<file path="config.mk">
export PLATFORM = sky130hd
export DESIGN_NAME = wtc_regs
export DESIGN_NICKNAME = d
export VERILOG_FILES = /design/src/wtc_pkg.sv /design/src/wtc_regs.sv
export SDC_FILE = /design/constraint.sdc
export NUM_CORES = 1
export LEC_CHECK = 0
export BUFFER_PORTS_ARGS = -buffer_cell sky130_fd_sc_hd__buf_2
export CAP_MARGIN = 20
export CELL_PAD_IN_SITES_DETAIL_PLACEMENT = 1
export CELL_PAD_IN_SITES_GLOBAL_PLACEMENT = 2
export CORE_MARGIN = 3
export CORE_UTILIZATION = 29
export CTS_BUF_LIST = sky130_fd_sc_hd__clkbuf_4 sky130_fd_sc_hd__clkbuf_8
export CTS_CLUSTER_SIZE = 10
export DETAILED_ROUTE_END_ITERATION = 7
export GPL_ROUTABILITY_DRIVEN = 0
export PLACE_DENSITY_LB_ADDON = 0.1
export SYNTH_ARGS = -nofsm -noshare
export SYNTH_HDL_FRONTEND = slang
export SYNTH_SLANG_ARGS = --single-unit
</file>
<file path="constraint.sdc">
create_clock -name clk_i -period 2.6 [get_ports clk_i]
set_input_delay 0.52 -clock clk_i [delete_from_list [all_inputs] [get_ports clk_i]]
set_output_delay 0.52 -clock clk_i [all_outputs]
set_load 0.01 [all_outputs]
</file>
<file path="src/wtc_pkg.sv">
// Package of offsets, fields, masks and state type of the waveform timer register bank
package wtc_pkg;

  // Clock rate and protection window
  localparam int CLK_HZ = 50_000_000;
  localparam int KEY_WIN_INSNS = 4;
  localparam int CYC_PER_INSN = 1;
  localparam logic [2:0] KEY_WIN_CYC = 3'(KEY_WIN_INSNS * CYC_PER_INSN);

  // Register indices, byte address is four times the index
  localparam logic [5:0] IDX_CLK_EN_CTRL = 6'h00;
  localparam logic [5:0] IDX_WAVE_MODE = 6'h01;
  localparam logic [5:0] IDX_OUT_SEL = 6'h02;
  localparam logic [5:0] IDX_OVR_VAL = 6'h03;
  localparam logic [5:0] IDX_CMD_STROBE = 6'h04;
  localparam logic [5:0] IDX_IN_A_EVT = 6'h08;
  localparam logic [5:0] IDX_IN_B_EVT = 6'h09;
  localparam logic [5:0] IDX_IRQ_EN = 6'h0C;
  localparam logic [5:0] IDX_IRQ_FLAGS = 6'h0D;
  localparam logic [5:0] IDX_STATUS = 6'h0E;
  localparam logic [5:0] IDX_IN_A_MODE = 6'h10;
  localparam logic [5:0] IDX_IN_B_MODE = 6'h11;
  localparam logic [5:0] IDX_FAULT_CTRL = 6'h12;
  localparam logic [5:0] IDX_DLY_CTRL = 6'h14;
  localparam logic [5:0] IDX_DLY_CNT = 6'h15;
  localparam logic [5:0] IDX_DIT_CTRL = 6'h18;
  localparam logic [5:0] IDX_DIT_VAL = 6'h19;
  localparam logic [5:0] IDX_DBG_CTRL = 6'h1E;
  localparam logic [5:0] IDX_CAP_A = 6'h22;
  localparam logic [5:0] IDX_CAP_B = 6'h24;
  localparam logic [5:0] IDX_CMP_A_SET = 6'h28;
  localparam logic [5:0] IDX_CMP_A_CLR = 6'h2A;
  localparam logic [5:0] IDX_CMP_B_SET = 6'h2C;
  localparam logic [5:0] IDX_CMP_B_CLR = 6'h2E;

  // Writable bit masks
  localparam logic [7:0] MSK_CLK_EN = 8'h7F;
  localparam logic [7:0] MSK_WAVE = 8'h03;
  localparam logic [7:0] MSK_OUT_SEL = 8'hCB;
  localparam logic [7:0] MSK_CMD = 8'h9F;
  localparam logic [7:0] MSK_EVT = 8'hD5;
  localparam logic [7:0] MSK_IRQ = 8'h0D;
  localparam logic [7:0] MSK_IN_MODE = 8'h0F;
  localparam logic [7:0] MSK_DLY_CTRL = 8'h3F;
  localparam logic [7:0] MSK_DIT_CTRL = 8'h03;
  localparam logic [7:0] MSK_DIT_VAL = 8'h0F;
  localparam logic [7:0] MSK_DBG = 8'h05;

  // Field positions
  localparam int EN_BIT = 0;
  localparam int SYNC_LSB = 1;
  localparam int CNTP_LSB = 3;
  localparam int CSRC_LSB = 5;
  localparam int FLG_OVF = 0;
  localparam int FLG_TRIG_A = 2;
  localparam int FLG_TRIG_B = 3;
  localparam int DBG_RUN = 0;
  localparam int DBG_FAULT = 2;
  localparam int DLY_TRIG_LSB = 2;
  localparam int DLY_PRES_LSB = 4;

  // Clock source codes
  localparam logic [1:0] SRC_FAST_OSC = 2'h0;
  localparam logic [1:0] SRC_PLL = 2'h1;
  localparam logic [1:0] SRC_EXT = 2'h2;
  localparam logic [1:0] SRC_PERIPH = 2'h3;

  // Counter prescale masks, code 3 gives no tick
  localparam logic [4:0] CNT_MSK_DIVIDE_BY_ONE = 5'h00;
  localparam logic [4:0] CNT_MSK_DIV4 = 5'h03;
  localparam logic [4:0] CNT_MSK_DIVIDE_BY_THIRTY_TWO = 5'h1F;

  // Enable crossing ends on the synchronizer tick seen at this count, the second tick
  localparam logic [1:0] EN_SYNC_LAST = 2'h1;

  // Whole state of the register bank
  typedef struct packed {
    logic [6:0] clk_en;
    logic [7:0] wave, out_sel, ovr, cmd, evt_a, evt_b, irq_en, flags;
    logic [7:0] mode_a, mode_b, fault, dly_ctrl, dly_cnt, dit_ctrl, dit_val, dbg;
    logic [11:0] cap_a, cap_b, cmp_as, cmp_ac, cmp_bs, cmp_bc, cnt;
    logic ack;
    logic [31:0] dat;
    logic irq;
    logic en_pend;
    logic [1:0] en_sync;
    logic core_en;
    logic [2:0] sdiv, ddiv;
    logic [4:0] cdiv;
    logic [7:0] dwait;
    logic dact, progev;
    logic [2:0] key_win;
    logic flt_a, flt_b;
    logic [2:0] s1, s2, s3;
  } wtc_state_t;

endpackage

</file>
<file path="src/wtc_regs.sv">
// Waveform timer register bank with Wishbone slave and timer core tick logic
module wtc_regs
  import wtc_pkg::*;
(
  // System
  input wire logic clk_i,
  input wire logic rst_i,
  input wire logic ce_i,
  // Wishbone slave
  input wire logic wb_cyc_i,
  input wire logic wb_stb_i,
  input wire logic wb_we_i,
  input wire logic [7:0] wb_adr_i,
  input wire logic [3:0] wb_sel_i,
  input wire logic [31:0] wb_dat_i,
  output logic [31:0] wb_dat_o,
  output logic wb_ack_o,
  // Clock source ticks and pin
  input wire logic fast_osc_tick_i,
  input wire logic pll_tick_i,
  input wire logic ext_clk_i,
  // Input events and system
  input wire logic trig_a_i,
  input wire logic trig_b_i,
  input wire logic debug_halt_i,
  input wire logic key_written_i,
  // Timer outputs
  output logic irq_o,
  output logic [1:0] core_clk_sel_o,
  output logic timer_run_o,
  output logic [11:0] count_o,
  output logic prog_event_o,
  output logic fault_a_o,
  output logic fault_b_o
);

  wtc_state_t st_r;
  wtc_state_t st_nxt;

  logic [2:0] edge_s;
  logic tmr_tick;
  logic [2:0] smask;
  logic [4:0] cmask;
  logic cnt_ok;
  logic [2:0] dmask;
  logic sync_tick;
  logic cnt_tick;
  logic dly_tick;
  logic running;
  logic ovf_ev;
  logic dly_trig;
  logic req;
  logic wr;
  logic wr0;
  logic wr1;
  logic [5:0] idx;
  logic [7:0] wb0;
  logic [11:0] w12;
  logic en_lock;
  logic [31:0] rd_val;
  logic [7:0] flag_set;
  logic [7:0] flag_clr;

  // Edges of synchronised pins, taken from second and third stage
  assign edge_s = st_r.s2 & ~st_r.s3;

  // Timer core clock source
  always_comb begin
    case (st_r.clk_en[CSRC_LSB+:2])
      SRC_FAST_OSC: tmr_tick = fast_osc_tick_i;
      SRC_PLL: tmr_tick = pll_tick_i;
      SRC_EXT: tmr_tick = edge_s[2];
      SRC_PERIPH: tmr_tick = 1'b1;
      default: tmr_tick = 1'b0;
    endcase
  end

  // Prescaler masks
  always_comb begin
    case (st_r.clk_en[SYNC_LSB+:2])
      2'h0: smask = 3'h0;
      2'h1: smask = 3'h1;
      2'h2: smask = 3'h3;
      default: smask = 3'h7;
    endcase
    cnt_ok = 1'b1;
    case (st_r.clk_en[CNTP_LSB+:2])
      2'h0: cmask = CNT_MSK_DIVIDE_BY_ONE;
      2'h1: cmask = CNT_MSK_DIV4;
      2'h2: cmask = CNT_MSK_DIVIDE_BY_THIRTY_TWO;
      default: begin
        cmask = CNT_MSK_DIVIDE_BY_ONE;
        cnt_ok = 1'b0;
      end
    endcase
    case (st_r.dly_ctrl[DLY_PRES_LSB+:2])
      2'h0: dmask = 3'h0;
      2'h1: dmask = 3'h1;
      2'h2: dmask = 3'h3;
      default: dmask = 3'h7;
    endcase
  end

  assign sync_tick = tmr_tick & ((st_r.sdiv & smask) == smask);
  assign cnt_tick = tmr_tick & cnt_ok & ((st_r.cdiv & cmask) == cmask);
  assign dly_tick = sync_tick & ((st_r.ddiv & dmask) == dmask);

  // Counter runs when enabled, unless halted without run-in-debug
  assign running = st_r.core_en & (~debug_halt_i | st_r.dbg[DBG_RUN]);
  assign ovf_ev = running & cnt_tick & (st_r.cnt == st_r.cmp_bc);

  // Delay trigger select
  always_comb begin
    case (st_r.dly_ctrl[DLY_TRIG_LSB+:2])
      2'h1: dly_trig = edge_s[0];
      2'h2: dly_trig = edge_s[1];
      default: dly_trig = ovf_ev;
    endcase
  end

  // Bus decode
  assign req = wb_cyc_i & wb_stb_i & ~st_r.ack;
  assign wr = req & wb_we_i;
  assign wr0 = wr & wb_sel_i[0];
  assign wr1 = wr & wb_sel_i[1];
  assign idx = wb_adr_i[7:2];
  assign wb0 = wb_dat_i[7:0];
  assign en_lock = st_r.clk_en[EN_BIT] | st_r.core_en;

  // Read mux, reserved offsets and bits give zero
  always_comb begin
    rd_val = 32'h0000_0000;
    case (idx)
      IDX_CLK_EN_CTRL: rd_val[6:0] = st_r.clk_en;
      IDX_WAVE_MODE: rd_val[7:0] = st_r.wave;
      IDX_OUT_SEL: rd_val[7:0] = st_r.out_sel;
      IDX_OVR_VAL: rd_val[7:0] = st_r.ovr;
      IDX_CMD_STROBE: rd_val[7:0] = st_r.cmd;
      IDX_IN_A_EVT: rd_val[7:0] = st_r.evt_a;
      IDX_IN_B_EVT: rd_val[7:0] = st_r.evt_b;
      IDX_IRQ_EN: rd_val[7:0] = st_r.irq_en;
      IDX_IRQ_FLAGS: rd_val[7:0] = st_r.flags;
      IDX_STATUS: rd_val[1:0] = {1'b1, ~st_r.en_pend};
      IDX_IN_A_MODE: rd_val[7:0] = st_r.mode_a;
      IDX_IN_B_MODE: rd_val[7:0] = st_r.mode_b;
      IDX_FAULT_CTRL: rd_val[7:0] = st_r.fault;
      IDX_DLY_CTRL: rd_val[7:0] = st_r.dly_ctrl;
      IDX_DLY_CNT: rd_val[7:0] = st_r.dly_cnt;
      IDX_DIT_CTRL: rd_val[7:0] = st_r.dit_ctrl;
      IDX_DIT_VAL: rd_val[7:0] = st_r.dit_val;
      IDX_DBG_CTRL: rd_val[7:0] = st_r.dbg;
      IDX_CAP_A: rd_val[11:0] = st_r.cap_a;
      IDX_CAP_B: rd_val[11:0] = st_r.cap_b;
      IDX_CMP_A_SET: rd_val[11:0] = st_r.cmp_as;
      IDX_CMP_A_CLR: rd_val[11:0] = st_r.cmp_ac;
      IDX_CMP_B_SET: rd_val[11:0] = st_r.cmp_bs;
      IDX_CMP_B_CLR: rd_val[11:0] = st_r.cmp_bc;
      default: rd_val = 32'h0000_0000;
    endcase
  end

  // Interrupt flag events and software clear
  always_comb begin
    flag_set = 8'h00;
    flag_set[FLG_OVF] = ovf_ev;
    flag_set[FLG_TRIG_A] = edge_s[0];
    flag_set[FLG_TRIG_B] = edge_s[1];
    flag_clr = (wr0 && idx == IDX_IRQ_FLAGS) ? (wb0 & MSK_IRQ) : 8'h00;
  end

  // 12-bit compare write, per byte lane
  always_comb begin
    w12 = 12'h000;
    case (idx)
      IDX_CMP_A_SET: w12 = st_r.cmp_as;
      IDX_CMP_A_CLR: w12 = st_r.cmp_ac;
      IDX_CMP_B_SET: w12 = st_r.cmp_bs;
      IDX_CMP_B_CLR: w12 = st_r.cmp_bc;
      default: w12 = 12'h000;
    endcase
    if (wr0) begin
      w12[7:0] = wb0;
    end
    if (wr1) begin
      w12[11:8] = wb_dat_i[11:8];
    end
  end

  // Next state
  always_comb begin
    st_nxt = st_r;
    st_nxt.s1 = {ext_clk_i, trig_b_i, trig_a_i};
    st_nxt.s2 = st_r.s1;
    st_nxt.s3 = st_r.s2;

    // Wishbone answer one cycle after request
    st_nxt.ack = req;
    if (req) begin
      st_nxt.dat = rd_val;
    end

    // Sync and counter prescalers run freely on the timer tick, delay prescaler on the sync tick
    if (tmr_tick) begin
      st_nxt.sdiv = st_r.sdiv + 3'h1;
      st_nxt.cdiv = st_r.cdiv + 5'h01;
    end
    if (sync_tick) begin
      st_nxt.ddiv = st_r.ddiv + 3'h1;
    end

    // Register writes
    if (wr0) begin
      case (idx)
        IDX_CLK_EN_CTRL: begin
          if (!en_lock) begin
            st_nxt.clk_en[6:1] = wb0[6:1];
          end
          if (!st_r.en_pend && wb0[EN_BIT] != st_r.clk_en[EN_BIT]) begin
            st_nxt.clk_en[EN_BIT] = wb0[EN_BIT];
            st_nxt.en_pend = 1'b1;
            st_nxt.en_sync = 2'h0;
          end
        end
        IDX_WAVE_MODE: st_nxt.wave = wb0 & MSK_WAVE;
        IDX_OUT_SEL: st_nxt.out_sel = wb0 & MSK_OUT_SEL;
        IDX_OVR_VAL: st_nxt.ovr = wb0;
        IDX_CMD_STROBE: st_nxt.cmd = wb0 & MSK_CMD;
        IDX_IN_A_EVT: st_nxt.evt_a = wb0 & MSK_EVT;
        IDX_IN_B_EVT: st_nxt.evt_b = wb0 & MSK_EVT;
        IDX_IRQ_EN: st_nxt.irq_en = wb0 & MSK_IRQ;
        IDX_IN_A_MODE: st_nxt.mode_a = wb0 & MSK_IN_MODE;
        IDX_IN_B_MODE: st_nxt.mode_b = wb0 & MSK_IN_MODE;
        IDX_FAULT_CTRL: begin
          if (st_r.key_win != 3'h0) begin
            st_nxt.fault = wb0;
          end
        end
        IDX_DLY_CTRL: st_nxt.dly_ctrl = wb0 & MSK_DLY_CTRL;
        IDX_DLY_CNT: st_nxt.dly_cnt = wb0;
        IDX_DIT_CTRL: st_nxt.dit_ctrl = wb0 & MSK_DIT_CTRL;
        IDX_DIT_VAL: st_nxt.dit_val = wb0 & MSK_DIT_VAL;
        IDX_DBG_CTRL: st_nxt.dbg = wb0 & MSK_DBG;
        default: st_nxt.dat = st_nxt.dat;
      endcase
    end
    if (wr0 || wr1) begin
      case (idx)
        IDX_CMP_A_SET: st_nxt.cmp_as = w12;
        IDX_CMP_A_CLR: st_nxt.cmp_ac = w12;
        IDX_CMP_B_SET: st_nxt.cmp_bs = w12;
        IDX_CMP_B_CLR: st_nxt.cmp_bc = w12;
        default: st_nxt.dat = st_nxt.dat;
      endcase
    end

    // Protection window after key write
    if (key_written_i) begin
      st_nxt.key_win = KEY_WIN_CYC;
    end else if (st_r.key_win != 3'h0) begin
      st_nxt.key_win = st_r.key_win - 3'h1;
    end

    // Enable crossing on synchronizer ticks
    if (st_r.en_pend && sync_tick) begin
      st_nxt.en_sync = st_r.en_sync + 2'h1;
      if (st_r.en_sync == EN_SYNC_LAST) begin
        st_nxt.core_en = st_r.clk_en[EN_BIT];
        st_nxt.en_pend = 1'b0;
      end
    end

    // Counter
    if (running && cnt_tick) begin
      st_nxt.cnt = ovf_ev ? 12'h000 : st_r.cnt + 12'h001;
    end
    if (!st_r.core_en) begin
      st_nxt.cnt = 12'h000;
    end

    // Captures on input events
    if (edge_s[0]) begin
      st_nxt.cap_a = st_r.cnt;
    end
    if (edge_s[1]) begin
      st_nxt.cap_b = st_r.cnt;
    end

    // Flags, set wins over clear
    st_nxt.flags = (st_r.flags & ~flag_clr) | flag_set;
    st_nxt.irq = |(st_nxt.flags & st_nxt.irq_en);

    // Delayed programmable output event
    st_nxt.progev = 1'b0;
    if (st_r.dact) begin
      if (st_r.dwait == st_r.dly_cnt) begin
        st_nxt.progev = 1'b1;
        st_nxt.dact = 1'b0;
      end else if (dly_tick) begin
        st_nxt.dwait = st_r.dwait + 8'h01;
      end
    end else if (dly_trig) begin
      st_nxt.dact = 1'b1;
      st_nxt.dwait = 8'h00;
    end

    // Debug faults on both inputs while halted
    st_nxt.flt_a = debug_halt_i & st_r.dbg[DBG_FAULT];
    st_nxt.flt_b = debug_halt_i & st_r.dbg[DBG_FAULT];
  end

  // State register
  always_ff @(posedge clk_i) begin
    if (rst_i) begin
      st_r <= '0;
    end else if (ce_i) begin
      st_r <= st_nxt;
    end
  end

  // Outputs straight from state
  assign wb_dat_o = st_r.dat;
  assign wb_ack_o = st_r.ack;
  assign irq_o = st_r.irq;
  assign core_clk_sel_o = st_r.clk_en[CSRC_LSB+:2];
  assign timer_run_o = st_r.core_en;
  assign count_o = st_r.cnt;
  assign prog_event_o = st_r.progev;
  assign fault_a_o = st_r.flt_a;
  assign fault_b_o = st_r.flt_b;
endmodule
</file>
==> results.py <==
metrics = {
    "detailed_routing": {
        "vias": 9641,
        "route.final.wire_length_um": 41000,
        "avgViaCountPerCell": 5.08,
        "ant_nets": 0,
        "wl_per_cell_um": 21.6,
        "drcViolationCount": 0,
        "dr.pass1.iters": 7,
        "first_iter_violations": 586,
    },
    "sta": {
        "timing.clock.skew_ns": 0.0281,
        "hold_viol": 0,
        "finalHoldWorstSlack_ns": 0.156,
        "finalWorstSetupSlack_ns": 0.139,
        "setup_tns_ns": 0,
        "finalSetupViolations": 0,
        "final_max_slew_viol_count": 0,
        "timing_worst_slew_pin_value_ns": 0.766,
        "period_minus_slack_ns": 2.46,
        "slew_headroom": 0.490,
        "post-route-period-util": 0.947,
        "timing.fmax_mhz": 406,
        "rsz0062_at_grt": "no",
    },
    "logic_synthesis": {
        "synth_top_area_frac": 0.412,
        "synth-edff-count": 0,
        "ys_async_sr_fraction": 0,
        "combinational_family_with_the_most_area_after_synthesis": "simple AND/OR/NAND/NOR gates",
        "synthesis.area_um2": 10600,
        "yosys.area_share.xor_xnor": 0.0339,
        "synth_ff_type": "sky130_fd_sc_hd__dfxtp_1",
        "post_synth_and_or_nand_nor_area_fraction": 0.226,
        "synth_top_cell_by_area": "sky130_fd_sc_hd__dfxtp_1",
        "synth.lib_cells_used.distinct": 67,
        "synth-seq-cells": 218,
        "synthesis.area_per_instance_um2": 8.26,
        "ys_top_cells_by_area": "sky130_fd_sc_hd__dfxtp_1 41%, sky130_fd_sc_hd__mux2i_1 9.1%, sky130_fd_sc_hd__nand2_1 6.4%",
        "mux_contribution_to_synthesized_area": 0.0919,
        "synth_cells": 1282,
        "yosys_warnings": 0,
        "synth-adder-area-share": 0.0142,
        "synth_compound_gate_area_share": 0.150,
        "synth_seq_area_share": 0.412,
    },
    "worst_hold_path": {
        "min-delay-path-class": "input port to flop",
    },
    "clock_network": {
        "cts_sinks": 218,
        "clock_latency_ns": 0.62,
        "h-tree-depth": 2,
        "path_clk_slew_ns": 0.06,
        "cts_tree": "yes",
        "cts_made_buffers": 44,
        "clk_root_buffer_cell": "sky130_fd_sc_hd__clkbuf_8",
        "max-clock-path-buffers": 3,
    },
    "floorplan": {
        "dieWidth_um": 197,
        "boundaryPins": 109,
        "row_count": 69,
        "die_height_um": 197,
        "start_util": 0.296,
        "core_area_um2": 35700,
        "dieArea_um2": 38800,
    },
    "global_routing": {
        "grt_pass1_vias": 9859,
        "grt_start_max_net_pins": 69,
        "globalRouteTotalUtil": 0.211,
        "globalRouteOverflowTotal": 0,
        "antenna_found_initial": 0,
        "grt_first_pass_wirelength_um": 61800,
    },
    "place": {
        "pre_cts_ws_ns": -0.00420,
        "port-buffer-count": 64,
        "placed_area_um2": 12000,
        "place_hpwl_um": 30500,
    },
    "cells_and_area": {
        "design.final.nets": 1478,
        "area_growth_syn_to_layout_pct": 21.8,
        "stdcell_area_um2": 12900,
        "finalCoreUtilization": 0.361,
        "drive_gt1_frac": 0.209,
        "diodes": 0,
    },
    "power_and_ir_drop": {
        "powerDensity_nw_per_um2": 589,
        "irDropWorstVdd_v": 0.000284,
        "leakage_nw": 4.83,
    },
    "worst_setup_path": {
        "worst_setup_path_start_kind": "flop",
        "setup_cp_type": "flop to flop",
        "worst_ep_arrival_time_ns": 2.95,
        "crit_path_end_kind": "flop",
        "cp_max_fo": 7,
        "cp.required_ns": 3.09,
    },
    "status": {
        "run_status": "completed",
    },
    "job": {
        "drv_cap": 0,
    },
}
-- power by group --
part	switching, mW	internal, mW	leakage, nW	total [mW]
clock network	1.60	2.16	0.487	3.76
logic	0.302	0.145	2.58	0.447
registers	0.0157	3.36	1.76	3.38
-- metal layers --
| layer | part of all wire | vias up | global-route usage |
|---|---|---|---|
| li1 | - | 4680 | - |
| met1 | 0.46 | 4737 | 0.276 |
| met2 | 0.47 | 164 | 0.355 |
| met3 | 0.034 | 60 | 0.0319 |
| met4 | 0.029 | 0 | 0.0766 |
| met5 | 0 | - | 0 |
-- final timing paths --
kind	start	end	slack, ns	cells past startpoint
hold reg to reg	st_r[105]$_SDFFE_PP0P_	st_r[105]$_SDFFE_PP0P_	0.45	2
setup / recovery	st_r[289]$_SDFFE_PP0P_	st_r[23]$_SDFFE_PP0P_	0.14	7
hold / removal	trig_a_i	st_nxt[3]$_SDFFE_PP0P_	0.16	3
setup reg to reg	st_r[289]$_SDFFE_PP0P_	st_r[23]$_SDFFE_PP0P_	0.14	7
-- cell families (layout without fill, tap and decap cells) --
kind of cell / Yosys count / count (layout)
AO/OA/AOI/OAI: 241 / 241
XOR/XNOR: 41 / 41
AND/OR/NAND/NOR: 520 / 520
other: 1 / 20
multiplexers: 97 / 97
flip-flops: 218 / 218
buffers and inverters: 152 / 289
adder cells (fa/ha/maj): 12 / 12
-- Yosys cell counts (3+ instances only) --
| library cell | instances |
|---|---|
| sky130_fd_sc_hd__or2_2 | 7 |
| sky130_fd_sc_hd__and3_1 | 8 |
| sky130_fd_sc_hd__o22ai_1 | 5 |
| sky130_fd_sc_hd__a31oi_1 | 4 |
| sky130_fd_sc_hd__a32oi_1 | 3 |
| sky130_fd_sc_hd__xnor2_1 | 33 |
| sky130_fd_sc_hd__nand2b_1 | 15 |
| sky130_fd_sc_hd__nor3b_1 | 4 |
| sky130_fd_sc_hd__mux2i_1 | 96 |
| sky130_fd_sc_hd__nand3_1 | 38 |
| sky130_fd_sc_hd__buf_2 | 12 |
| sky130_fd_sc_hd__nand4_1 | 13 |
| sky130_fd_sc_hd__a22oi_1 | 38 |
| sky130_fd_sc_hd__inv_1 | 16 |
| sky130_fd_sc_hd__a21oi_1 | 120 |
| sky130_fd_sc_hd__nand2_1 | 181 |
| sky130_fd_sc_hd__o21ai_0 | 14 |
| sky130_fd_sc_hd__and2_1 | 9 |
| sky130_fd_sc_hd__buf_4 | 47 |
| sky130_fd_sc_hd__nor2b_1 | 15 |
| sky130_fd_sc_hd__dfxtp_1 | 218 |
| sky130_fd_sc_hd__xor2_1 | 8 |
| sky130_fd_sc_hd__nor3_1 | 36 |
| sky130_fd_sc_hd__a211o_1 | 3 |
| sky130_fd_sc_hd__a221oi_1 | 3 |
| sky130_fd_sc_hd__clkbuf_1 | 72 |
| sky130_fd_sc_hd__a311oi_1 | 5 |
| sky130_fd_sc_hd__nor2_1 | 160 |
| sky130_fd_sc_hd__and4_1 | 5 |
| sky130_fd_sc_hd__buf_1 | 5 |
| sky130_fd_sc_hd__nor4_1 | 6 |
| sky130_fd_sc_hd__a222oi_1 | 20 |
| sky130_fd_sc_hd__ha_1 | 12 |
| sky130_fd_sc_hd__nor3_2 | 5 |
| sky130_fd_sc_hd__a22o_1 | 4 |
-- per-stage QoR --
| stage | cells | power [mW] |
|---|---|---|
| final | 1899 | 7.58 |
| after global routing | 1899 | 7.89 |
| after CTS | 1899 | 7.74 |
| after detailed placement | 1824 | 3.90 |
| after global placement | 1824 | 3.90 |
| after floorplan | 1301 | 3.71 |
-- placed cells by master (no fill, tap or decap), types with 4 or more instances in the layout --
cell type                  instances
sky130_fd_sc_hd__o21ai_0          14
sky130_fd_sc_hd__ha_1             12
sky130_fd_sc_hd__o22ai_1           5
sky130_fd_sc_hd__nand2b_1         15
sky130_fd_sc_hd__clkbuf_8         57
sky130_fd_sc_hd__a22o_1            4
sky130_fd_sc_hd__nand3_1          38
sky130_fd_sc_hd__or2_2             7
sky130_fd_sc_hd__buf_4           127
sky130_fd_sc_hd__xnor2_1          33
sky130_fd_sc_hd__nor2_1          160
sky130_fd_sc_hd__clkbuf_4         15
sky130_fd_sc_hd__buf_2            63
sky130_fd_sc_hd__mux2i_1          96
sky130_fd_sc_hd__a222oi_1         20
sky130_fd_sc_hd__conb_1           20
sky130_fd_sc_hd__nor3_2            6
sky130_fd_sc_hd__a22oi_1          38
sky130_fd_sc_hd__nand4_1          13
sky130_fd_sc_hd__and4_1            5
sky130_fd_sc_hd__inv_1            16
sky130_fd_sc_hd__nor2b_1          15
sky130_fd_sc_hd__nor3_1           35
sky130_fd_sc_hd__and2_1            9
sky130_fd_sc_hd__a31oi_1           4
sky130_fd_sc_hd__nand2_1         181
sky130_fd_sc_hd__a311oi_1          5
sky130_fd_sc_hd__dfxtp_1         217
sky130_fd_sc_hd__buf_12            7
sky130_fd_sc_hd__nor4_1            6
sky130_fd_sc_hd__and3_1            8
sky130_fd_sc_hd__a21oi_1         120
sky130_fd_sc_hd__xor2_1            8
-- registers in the layout, indices dropped and copies added, names as in the netlist --
signal and cells:
fault_b_o 1, st_r 181, st_nxt 6, count_o 12, irq_o 1, timer_run_o 1, prog_event_o 1, wb_ack_o 1
core_clk_sel_o 2, wb_dat_o 12
-- final cells by class --
cell class | count | area, um^2
clock buffers | 72 | 897
fillers | 4260 | 22900
well taps | 461 | 577
multi-input cells | 931 | 5550
inverters | 16 | 60.1
repair buffers | 198 | 1420
clock inverters | 3 | 21.3
flip-flops and latches | 218 | 4370
-- timing repair --
item | CTS | global route
buffers inserted | 0 | 0
hold buffers | 0 | 0
gates resized for setup | 0 | 2
setup endpoints to repair | 0 | 4
-- critical path, cell delays in order, from the launching register on --
cell and delay [ns]:
sky130_fd_sc_hd__dfxtp_1 0.36, sky130_fd_sc_hd__ha_1 0.19, sky130_fd_sc_hd__nand2b_1 0.13, sky130_fd_sc_hd__a2111o_1 0.38, sky130_fd_sc_hd__or4_4 0.57, sky130_fd_sc_hd__o31ai_4 0.26
sky130_fd_sc_hd__a21oi_4 0.14, sky130_fd_sc_hd__a211o_1 0.31
No activity file was read; power rests on OpenSTA's default activity.
